$ cat src/bod_pkg.sv
// Package holding the bank A control map, reset values and the ratio table
package bod_pkg;
   localparam logic [7:0] ADDR_RATIO    = 8'h10;
   localparam logic [7:0] ADDR_RSVD_11  = 8'h11;
   localparam logic [7:0] ADDR_PWR_SRC  = 8'h12;
   localparam logic [7:0] ADDR_RSVD_13  = 8'h13;
   localparam logic [7:0] ADDR_OUT_PD0  = 8'h14;
   localparam logic [7:0] ADDR_OUT_PD3  = 8'h17;
   localparam int         NUM_OUTPUTS   = 4;
   localparam int         RATIO_LSB     = 0;
   localparam int         RATIO_W       = 6;
   localparam int         BANK_PD_BIT   = 7;
   localparam int         SRC_BIT       = 0;
   localparam int         OUT_PD_BIT    = 7;
   localparam logic [5:0] RATIO_RESET   = 6'h0d;
   localparam logic       BANK_PD_RESET = 1'h0;
   localparam logic       SRC_RESET     = 1'h0;
   localparam logic       OUT_PD_RESET  = 1'h0;
   localparam logic       SRC_PINS      = 1'h0;
   localparam logic       SRC_REGS      = 1'h1;
   // Strap decode: pin value selects a code; the top value powers the bank down
   localparam logic [5:0] STRAP_CODE [0:3] = '{6'h0d, 6'h07, 6'h17, 6'h0d};
   localparam logic [1:0] STRAP_PD_VAL  = 2'h3;
   // Divide ratio per code, zero where the code is reserved
   localparam logic [7:0] RATIO_TABLE [0:63] = '{
      8'h00, 8'h00, 8'h02, 8'h03, 8'h04, 8'h05, 8'h06, 8'h08,
      8'h09, 8'h0a, 8'h0c, 8'h0e, 8'h0f, 8'h10, 8'h12, 8'h14,
      8'h15, 8'h16, 8'h18, 8'h19, 8'h1b, 8'h1c, 8'h1e, 8'h20,
      8'h21, 8'h23, 8'h24, 8'h28, 8'h2a, 8'h2c, 8'h2d, 8'h30,
      8'h32, 8'h36, 8'h37, 8'h38, 8'h3c, 8'h40, 8'h42, 8'h46,
      8'h48, 8'h50, 8'h54, 8'h58, 8'h5a, 8'h60, 8'h64, 8'h6c,
      8'h6e, 8'h70, 8'h78, 8'h80, 8'h84, 8'h8c, 8'h90, 8'ha0,
      8'hb0, 8'hb4, 8'hc8, 8'hdc, 8'h00, 8'h00, 8'h00, 8'h00};

   typedef struct packed {
      logic       wr;
      logic       rd;
      logic [7:0] addr;
      logic [7:0] wdata;
   } bod_reg_req_t;
endpackage

$ cat src/bod_bank_ctrl.sv
// Bank A output divider control registers with pin or register source
//
// Overview of operation
// - Decode six-bit code through fixed ratio table
// - New ratio waits for init-bit toggle
// - Bank power-down bit powers down whole bank when source is one
// - Source zero: straps give ratio and power
// - Source one: registers give ratio and power
// - Each output has its own power-down bit
// - Reserved bits written zero, read zero
// - Source, bank and output bits reset zero
`timescale 1ns/100ps
module bod_bank_ctrl
#(
   // Outputs in the bank, one address each
   parameter int OUT_COUNT = bod_pkg::NUM_OUTPUTS
)
(
   // Clock and reset
   input  wire logic                              ref_clk_in,
   input  wire logic                              rst_n_in,
   // Register access from the serial interface engine
   input  wire bod_pkg::bod_reg_req_t             reg_req_in,
   output logic [7:0]                             reg_rdata_out,
   // Clock-initialisation bit and strap pins
   input  wire logic                              init_clk_in,
   input  wire logic [1:0]                        bank_strap_pins_in,
   // Bank controls
   output logic [5:0]                             active_code_out,
   output logic [7:0]                             divide_ratio_out,
   output logic                                   code_reserved_out,
   output logic                                   bank_power_down_out,
   output logic [OUT_COUNT-1:0]                   output_power_down_out
);
   import bod_pkg::*;

   // Span of the output power-down addresses
   localparam int OUT_SPAN = int'(ADDR_OUT_PD3 - ADDR_OUT_PD0) + 1;

   logic [5:0]             bank_divider_ratio;
   logic                   bank_power_down;
   logic                   bank_config_source;
   logic [OUT_COUNT-1:0]   output_power_down;
   logic [1:0]             strap_meta;
   logic [1:0]             strap_sync;
   logic                   init_prev;
   logic                   init_toggle;
   logic [5:0]             sel_code;
   logic                   sel_pd;
   logic [5:0]             next_active;
   logic [1:0]             out_idx;
   logic                   out_hit;
   logic                   ratio_wr;
   logic                   pwr_src_wr;
   logic [OUT_COUNT-1:0]   out_wr;

   // Each output owns one address of the window
   if (OUT_COUNT != OUT_SPAN)
   begin : bad_out_count
      $error("output count must fill the output address window");
   end

   // Either edge of the init bit is a toggle
   assign init_toggle = init_clk_in ^ init_prev;
   assign out_hit     = reg_req_in.addr >= ADDR_OUT_PD0 && reg_req_in.addr <= ADDR_OUT_PD3;
   assign out_idx     = reg_req_in.addr[1:0];

   // One write strobe per register
   assign ratio_wr    = reg_req_in.wr && reg_req_in.addr == ADDR_RATIO;
   assign pwr_src_wr  = reg_req_in.wr && reg_req_in.addr == ADDR_PWR_SRC;
   for (genvar k = 0; k < OUT_COUNT; k++)
   begin : out_dec
      assign out_wr[k] = reg_req_in.wr && out_hit && out_idx == 2'(k);
   end

   // Strap pins pass two flops before use
   always_ff @(posedge ref_clk_in or negedge rst_n_in)
   begin
      if (!rst_n_in)
      begin
         strap_meta <= 2'h0;
         strap_sync <= 2'h0;
      end
      else
      begin
         strap_meta <= bank_strap_pins_in;
         strap_sync <= strap_meta;
      end
   end

   always_ff @(posedge ref_clk_in or negedge rst_n_in)
   begin
      if (!rst_n_in)
         bank_divider_ratio <= RATIO_RESET;
      else if (ratio_wr)
         bank_divider_ratio <= reg_req_in.wdata[RATIO_LSB +: RATIO_W];
   end

   // bank and source bits reset zero
   always_ff @(posedge ref_clk_in or negedge rst_n_in)
   begin
      if (!rst_n_in)
      begin
         bank_power_down    <= BANK_PD_RESET;
         bank_config_source <= SRC_RESET;
      end
      else if (pwr_src_wr)
      begin
         bank_power_down    <= reg_req_in.wdata[BANK_PD_BIT];
         bank_config_source <= reg_req_in.wdata[SRC_BIT];
      end
   end

   always_ff @(posedge ref_clk_in or negedge rst_n_in)
   begin
      if (!rst_n_in)
         output_power_down <= {OUT_COUNT{OUT_PD_RESET}};
      else
      begin
         for (int k = 0; k < OUT_COUNT; k++)
         begin
            if (out_wr[k])
               output_power_down[k] <= reg_req_in.wdata[OUT_PD_BIT];
         end
      end
   end

   // Read data holds until the next read
   // Read data, reserved and unmapped bits read zero
   always_ff @(posedge ref_clk_in or negedge rst_n_in)
   begin
      if (!rst_n_in)
         reg_rdata_out <= 8'h00;
      else if (reg_req_in.rd)
      begin
         if (reg_req_in.addr == ADDR_RATIO)
            reg_rdata_out <= {2'h0, bank_divider_ratio};
         else if (reg_req_in.addr == ADDR_PWR_SRC)
            reg_rdata_out <= {bank_power_down, 6'h00, bank_config_source};
         else if (out_hit)
            reg_rdata_out <= {output_power_down[out_idx], 7'h00};
         else
            reg_rdata_out <= 8'h00;
      end
   end

   // Source bit picks straps or registers
   // pins drive ratio and power state
   // registers drive ratio and power state
   always_comb
   begin
      if (bank_config_source == SRC_REGS)
      begin
         sel_code = bank_divider_ratio;
         sel_pd   = bank_power_down;
      end
      else
      begin
         sel_code = STRAP_CODE[strap_sync];
         sel_pd   = (strap_sync == STRAP_PD_VAL);
      end
   end

   // Strap code waits for the toggle too, no divider slip
   // active code changes only on toggle
   always_ff @(posedge ref_clk_in or negedge rst_n_in)
   begin
      if (!rst_n_in)
      begin
         init_prev   <= 1'h0;
         next_active <= RATIO_RESET;
      end
      else
      begin
         init_prev <= init_clk_in;
         if (init_toggle)
            next_active <= sel_code;
      end
   end

   // Reserved codes decode to zero and raise a flag
   // table decode of the active code
   always_ff @(posedge ref_clk_in or negedge rst_n_in)
   begin
      if (!rst_n_in)
      begin
         active_code_out   <= RATIO_RESET;
         divide_ratio_out  <= RATIO_TABLE[RATIO_RESET];
         code_reserved_out <= 1'h0;
      end
      else
      begin
         active_code_out   <= next_active;
         divide_ratio_out  <= RATIO_TABLE[next_active];
         code_reserved_out <= (RATIO_TABLE[next_active] == 8'h00);
      end
   end

   always_ff @(posedge ref_clk_in or negedge rst_n_in)
   begin
      if (!rst_n_in)
      begin
         bank_power_down_out   <= 1'h0;
         output_power_down_out <= {OUT_COUNT{1'h0}};
      end
      else
      begin
         bank_power_down_out   <= sel_pd;
         output_power_down_out <= output_power_down | {OUT_COUNT{sel_pd}};
      end
   end
endmodule

$ cat config.mk
export PLATFORM = sky130hd
export DESIGN_NAME = bod_bank_ctrl
export DESIGN_NICKNAME = d
export VERILOG_FILES = /design/src/bod_pkg.sv /design/src/bod_bank_ctrl.sv
export SDC_FILE = /design/constraint.sdc
export NUM_CORES = 1
export LEC_CHECK = 0
export ABC_CLOCK_PERIOD_IN_PS = 6800
export BUFFER_PORTS_ARGS = -buffer_cell sky130_fd_sc_hd__buf_2
export CELL_PAD_IN_SITES_DETAIL_PLACEMENT = 1
export CELL_PAD_IN_SITES_GLOBAL_PLACEMENT = 2
export CORE_UTILIZATION = 35
export CTS_CLUSTER_DIAMETER = 150
export CTS_CLUSTER_SIZE = 40
export DETAILED_ROUTE_END_ITERATION = 8
export GPL_ROUTABILITY_DRIVEN = 0
export PLACE_DENSITY = 0.89
export RECOVER_POWER = 50
export SYNTH_ARGS = -nofsm -noshare
export SYNTH_HDL_FRONTEND = slang
export SYNTH_SLANG_ARGS = --single-unit
$ cat constraint.sdc
create_clock -name ref_clk_in -period 6.8 [get_ports ref_clk_in]
set_input_delay 0.34 -clock ref_clk_in [delete_from_list [all_inputs] [get_ports ref_clk_in]]
set_output_delay 0.34 -clock ref_clk_in [all_outputs]
set_load 0.005 [all_outputs]
# Word level (Yosys, flattened, before mapping)
# Memory sizes are Yosys's and may differ from the RTL's.
# Index checks and enable logic that the tools add are counted.
# W data, S select, Z words.
[word_totals]
reg_bits = 51
latch_bits = 0
ram_bits = 0
rom_bits = 512
in_bits = 23
output_inout_bits = 28
wordCells = 55
memories = 1
[mem_list]
columns = ["name", "words", "width", "rd", "rd_clocked_by_memory_dff", "wr", "line_no", "text"]
rows = [
  ["(no name shown)", 64, 8, 1, 0, 0, "bod_bank_ctrl.sv:195", "code_reserved_out <= (RATIO_TABLE[next_active] == 8'h00);"],
]
[op_classes]
n_addsub = 0
n_mul = 0
n_div = 0
n_lt_le_gt_ge = 5
eq_ne = 6
shifts = 0
muxes = 12
bitwise = 4
n_reduce_logical = 10
[ops]
columns = ["op", "n"]
rows = [
  ["$mux W8", 5],
  ["$mux W6", 3],
  ["$eq A8 B5 Y1 const B", 2],
  ["$bmux W6 S2", 1],
  ["$ge A8 B5 Y1 const B", 1],
  ["$le A8 B5 Y1 const B", 1],
  ["$logic_and A1 B1 Y1", 8],
  ["$logic_not A8 Y1", 1],
  ["$ge A7 B7 Y1 const B", 1],
  ["$not A6 Y7", 1],
  ["$eq A2 B2 Y1 const B", 3],
  ["$or A4 B4 Y4", 1],
  ["$ge A3 B3 Y1 const B", 1],
  ["$lt A2 B3 Y1 const B", 1],
  ["$not A2 Y3", 1],
  ["$bmux W1 S2", 1],
  ["$eq A2 B1 Y1 const B", 1],
  ["$logic_not A2 Y1", 1],
  ["$mux W1", 2],
  ["$xor A1 B1 Y1", 1],
]

# Depth between registers and ports, before layout
[logic_depth]
ltp_word = 5
mapped_depth = 9
ltp_nobuf = 8

# Worst setup path after synthesis
# OpenSTA, ideal clock, no wires.
[synth_path]
kind = "register -> register"
startpoint = "reg next_active[0]"
endpoint = "reg code_reserved_out"
setup_ns = 0.096
arrival_ns = 2.318
t_required_ns = 6.704
path_slack_ns = 4.386
stages_incl_launch_ff = 9
path_buffers = 0
synth_period_minus_slack_ns = 2.414
path_cell_list = "dfstp_2 > inv_1 > ha_1 > or3b_1 > a21oi_1 > o21ai_1 > o31a_1 > or4_4 > nor4_2"
[synth_between]
elab_chain_cells = 5
[synth_lines]
columns = ["item", "line_no", "text"]
rows = [
  ["start, declared", "bod_bank_ctrl.sv:50", "logic [5:0] next_active;"],
  ["start signal, assigned", "bod_bank_ctrl.sv:177", "next_active <= sel_code;"],
  ["$not A6 Y7 (implied by the code)", "bod_bank_ctrl.sv:195", ""],
  ["$mem_v2 Z64 W8", "n/a", ""],
  ["$mux W8 (implied by the code)", "bod_bank_ctrl.sv:195", ""],
  ["$mux W8", "n/a", ""],
  ["$logic_not A8 Y1", "bod_bank_ctrl.sv:195", ""],
  ["end signal, assigned", "bod_bank_ctrl.sv:195", ""],
  ["end, declared", "bod_bank_ctrl.sv:31", "output logic code_reserved_out,"],
]
# No other way between the ends. The select of a mux whose other input is x is not followed.
# A chain may end at the register's enable or synchronous reset.

# Worst setup path in the final report
# Ends and elaborated chain as after synthesis.

==> impl_metrics.sql <==
INSERT INTO impl_metrics (metric_group, metric, value, unit) VALUES
('outcome', 'outcome', 'finished, violations left', ''),
('outcome', 'violations_in_the_final_reports', 'max-capacitance violations, max-slew violations', ''),
('synth', 'synth_area_per_cell', '10.2', 'um^2'),
('setup_path', 'critical_path.endpoint_type', 'flip-flop', ''),
('power', 'cellInternalPower', '0.000470', 'W'),
('hold_path', 'timing.hold.worst.class', 'in -> reg', ''),
('cts', 'tritoncts_buffers', '5', ''),
('synth', 'share_of_synthesized_area_occupied_by_flip_flops_and_latches', '50.4', '%'),
('floorplanning', 'design.core.area', '0.00687', 'mm^2'),
('floorplanning', 'design.die.area', '0.00751', 'mm^2'),
('hold_path', 'min_delay_path_depth', '1', ''),
('setup_path', 'path_cells', 'inv_1 > ha_1 > or3b_1 > a21oi_1 > o21ai_1 > o31a_1 > or4_4 > nor4_2', ''),
('cells_and_area', 'mostFrequentLayoutCells', 'sky130_fd_sc_hd__buf_2, sky130_fd_sc_hd__dfrtp_1, sky130_fd_sc_hd__nor2_1, sky130_fd_sc_hd__o21ai_0', ''),
('floorplanning', 'fp.dieH', '86.6', 'um'),
('floorplanning', 'rows', '30', ''),
('cts', 'cts_hold_repair.buffers', '0', ''),
('global_route', 'grt_overflow_total', '0', ''),
('synth', 'synth_nets', '277', ''),
('synth', 'ys_warn_count', '0', ''),
('power', 'power_switching', '0.000200', 'W'),
('power', 'p_leak', '1.33', 'nW'),
('power', 'pwr_dens', '233', 'mW/mm^2'),
('cts', 'postCtsSetupBuffers', '0', ''),
('setup_path', 'critical_path.startpoint_type', 'flip-flop', ''),
('cells_and_area', 'finish.cell_count_without_fillers', '383', ''),
('cells_and_area', 'layout_net_count', '317', ''),
('cts', 'cts.sinks', '50', ''),
('synth', 'ys_ff_latch', '50', ''),
('power', 'share_seq_of_total_power', '53.0', '%'),
('cells_and_area', 'multi_input_gate_area_in_the_final_layout', '0.00109', 'mm^2'),
('cts', 'clk_latency', '0.31', 'ns'),
('setup_path', 'rrSetupSlack', '3.98', 'ns'),
('placed_design', 'portBuffers', '48', ''),
('timing', 'max-slew-margin-rel', '-71.2', '%'),
('cts', 'ctsRootBufferMaster', 'sky130_fd_sc_hd__clkbuf_8', ''),
('floorplanning', 'num_io_pins', '51', ''),
('timing', 'report.final.slew_viol_count', '51', ''),
('routing', 'detail_route.wirelength', '5510', 'um'),
('setup_path', 'crit-reg2reg-capture', 'code_reserved_out$_DFF_PN0_', ''),
('routing', 'dr_total_vias', '1940', ''),
('cts', 'number_of_instances_resized_during_post_cts_repair', '0', ''),
('placed_design', 'detailedPlacementHpwl', '3960', 'um'),
('power', 'swShare', '29.9', '%'),
('setup_path', 'timing.critical_path.max_delay_family', 'simple AND/OR/NAND/NOR gates', ''),
('setup_path', 'crit_path_max_incr_delay', '0.73', 'ns'),
('cells_and_area', 'layout.cells.most_common', 'sky130_fd_sc_hd__buf_2', ''),
('timing', 'postLayoutSetupSlackWorst', '3.98', 'ns'),
('cells_and_area', 'sequential_cell_area', '0.00126', 'mm^2'),
('timing', 'timing_hold_violations_final', '0', ''),
('power', 'combinationalPowerShare', '19.7', '%'),
('routing', 'detailedRoute.firstIterationViolations', '124', ''),
('power', 'total_power', '0.000670', 'W'),
('synth', 'synth.cell_area', '0.00251', 'mm^2'),
('cts', 'htree_levels', '2', ''),
('placed_design', 'dp_worst_setup_slack', '4.11', 'ns'),
('setup_path', 'cp_max_fo', '9', ''),
('cells_and_area', 'drive_gt1_share', '27.5', '%'),
('cells_and_area', 'nFillCells', '786', ''),
('timing', 'finClkSkew', '0.00743', 'ns'),
('setup_path', 'reg2reg_from', 'next_active[0]$_DFFE_PN1P_', ''),
('floorplanning', 'effective_utilization_at_floorplan', '36.5', '%'),
('routing', 'vias_per_cell', '5.07', ''),
('run', 'drv.max_cap_violation_count', '1', ''),
('routing', 'detailedRoute.firstPassIterationCount', '4', ''),
('synth', 'synth_flop_cell', 'sky130_fd_sc_hd__dfrtp_1', ''),
('power', 'power.share.clock', '27.4', '%'),
('routing', 'drc_violations_left', '0', ''),
('routing', 'ant_nets', '0', ''),
('cts', 'ctsLongestPathBuffers', '2', ''),
('global_route', 'grt_pass1_wl', '9230', 'um'),
('synth', 'synth_async_sr_flop_share', '100', '%');
## per-stage QoR
stage	area (um^2)	hold slack (ns)	utilization [%]
2_1_floorplan	2510	0.0444	-
3_3_place_gp	2790	0.335	40.6
3_5_place_dp	2790	0.341	40.6
4_1_cts	2880	0.120	42.0
5_1_grt	2880	0.114	41.9
6_report	2880	0.131	41.9
## final cells by class
class,instances,area share [%]
clock buffer,7,3.00
clock inverter,1,0.304
inverter,18,2.35
tap,96,4.17
sequential,50,43.9
multi-input combinational,162,37.9
timing repair buffer,49,8.43
## cells in the mapped netlist (2+ instances only)
cell,n,area share [%]
sky130_fd_sc_hd__dfrtp_1,40,40
sky130_fd_sc_hd__nor2_1,18,2.7
sky130_fd_sc_hd__o21ai_0,17,3.4
sky130_fd_sc_hd__inv_1,16,2.4
sky130_fd_sc_hd__nand2_1,16,2.4
sky130_fd_sc_hd__mux2_2,13,5.8
sky130_fd_sc_hd__a21oi_1,12,2.4
sky130_fd_sc_hd__dfstp_2,10,10
sky130_fd_sc_hd__mux2i_1,10,4.0
sky130_fd_sc_hd__ha_1,8,4.0
sky130_fd_sc_hd__clkbuf_1,7,1.0
sky130_fd_sc_hd__nor3_1,7,1.4
sky130_fd_sc_hd__a211oi_1,6,1.8
sky130_fd_sc_hd__buf_2,6,1.2
sky130_fd_sc_hd__nand3_1,6,1.2
sky130_fd_sc_hd__nand2b_1,4,1.0
sky130_fd_sc_hd__nor2b_1,4,1.0
sky130_fd_sc_hd__nand4_1,3,0.75
sky130_fd_sc_hd__nor3b_1,3,0.90
sky130_fd_sc_hd__o22ai_1,3,0.75
sky130_fd_sc_hd__a311oi_1,2,0.70
sky130_fd_sc_hd__a31oi_1,2,0.50
sky130_fd_sc_hd__buf_6,2,0.90
sky130_fd_sc_hd__nand3b_1,2,0.60
sky130_fd_sc_hd__o211ai_1,2,0.60
sky130_fd_sc_hd__o21ai_1,2,0.40
## worst reg2reg max path, cell delays in order, from the launching register on
cell                      delay [ns]
sky130_fd_sc_hd__dfstp_1        0.73
sky130_fd_sc_hd__inv_1          0.12
sky130_fd_sc_hd__ha_1           0.41
sky130_fd_sc_hd__or3b_1         0.37
sky130_fd_sc_hd__a21oi_1        0.14
sky130_fd_sc_hd__o21ai_1        0.10
sky130_fd_sc_hd__o31a_1         0.15
sky130_fd_sc_hd__or4_4          0.49
sky130_fd_sc_hd__nor4_2         0.20
## flip-flops by register name (all words and copies together) (netlist names)
signal / count
reg_rdata_out: 7
code_reserved_out: 1
strap_meta: 2
next_active: 6
bank_divider_ratio: 6
bank_power_down_out: 1
output_power_down_out: 4
strap_sync: 2
bank_config_source: 1
init_prev: 1
bank_power_down: 1
divide_ratio_out: 8
active_code_out: 6
output_power_down: 4
## logic make-up (layout without fill, tap and decap cells)
| logic type | Yosys count | in the layout | share of synthesized area, % |
|---|---|---|---|
| other | 1 | 1 | 0.150 |
| XOR/XNOR | 1 | 1 | 0.349 |
| AO/OA/AOI/OAI | 55 | 55 | 13.5 |
| buffers and inverters | 34 | 75 | 6.14 |
| adder cells (fa/ha/maj) | 8 | 8 | 3.99 |
| flip-flops | 50 | 50 | 50.4 |
| multiplexers | 23 | 23 | 9.83 |
| AND/OR/NAND/NOR | 74 | 74 | 15.6 |
## worst max-delay path by stage
| stage | end | from | slack, ns |
|---|---|---|---|
| CTS | code_reserved_out$_DFF_PN0_ | next_active[0]$_DFFE_PN1P_ | 4.08 |
| finish | code_reserved_out$_DFF_PN0_ | next_active[0]$_DFFE_PN1P_ | 3.98 |
| global placement | code_reserved_out$_DFF_PN0_ | next_active[0]$_DFFE_PN1P_ | 4.17 |
| floorplan | code_reserved_out$_DFF_PN0_ | next_active[0]$_DFFE_PN1P_ | 4.39 |
| global route | code_reserved_out$_DFF_PN0_ | next_active[2]$_DFFE_PN1P_ | 3.77 |
| detailed placement | code_reserved_out$_DFF_PN0_ | next_active[0]$_DFFE_PN1P_ | 4.11 |
## power by group through the flow
stage / clock network, W / registers [W] / logic [W]
floorplan: 0 / 0.000345 / 0.0000991
global placement: 0 / 0.000360 / 0.000130
detailed placement: 0 / 0.000362 / 0.000133
CTS: 0.000191 / 0.000356 / 0.000133
global route: 0.000203 / 0.000360 / 0.000147
finish: 0.000183 / 0.000355 / 0.000132
## layer usage
layer  track usage [%]  up-vias  part of all wire (%)
li1                  -      937                     -
met1              21.5      942                    47
met2              25.1       51                    48
met3              2.57       10                   3.2
met4              6.67        0                   1.8
met5                 0        -                     0
No activity file was read; power rests on OpenSTA's default activity.
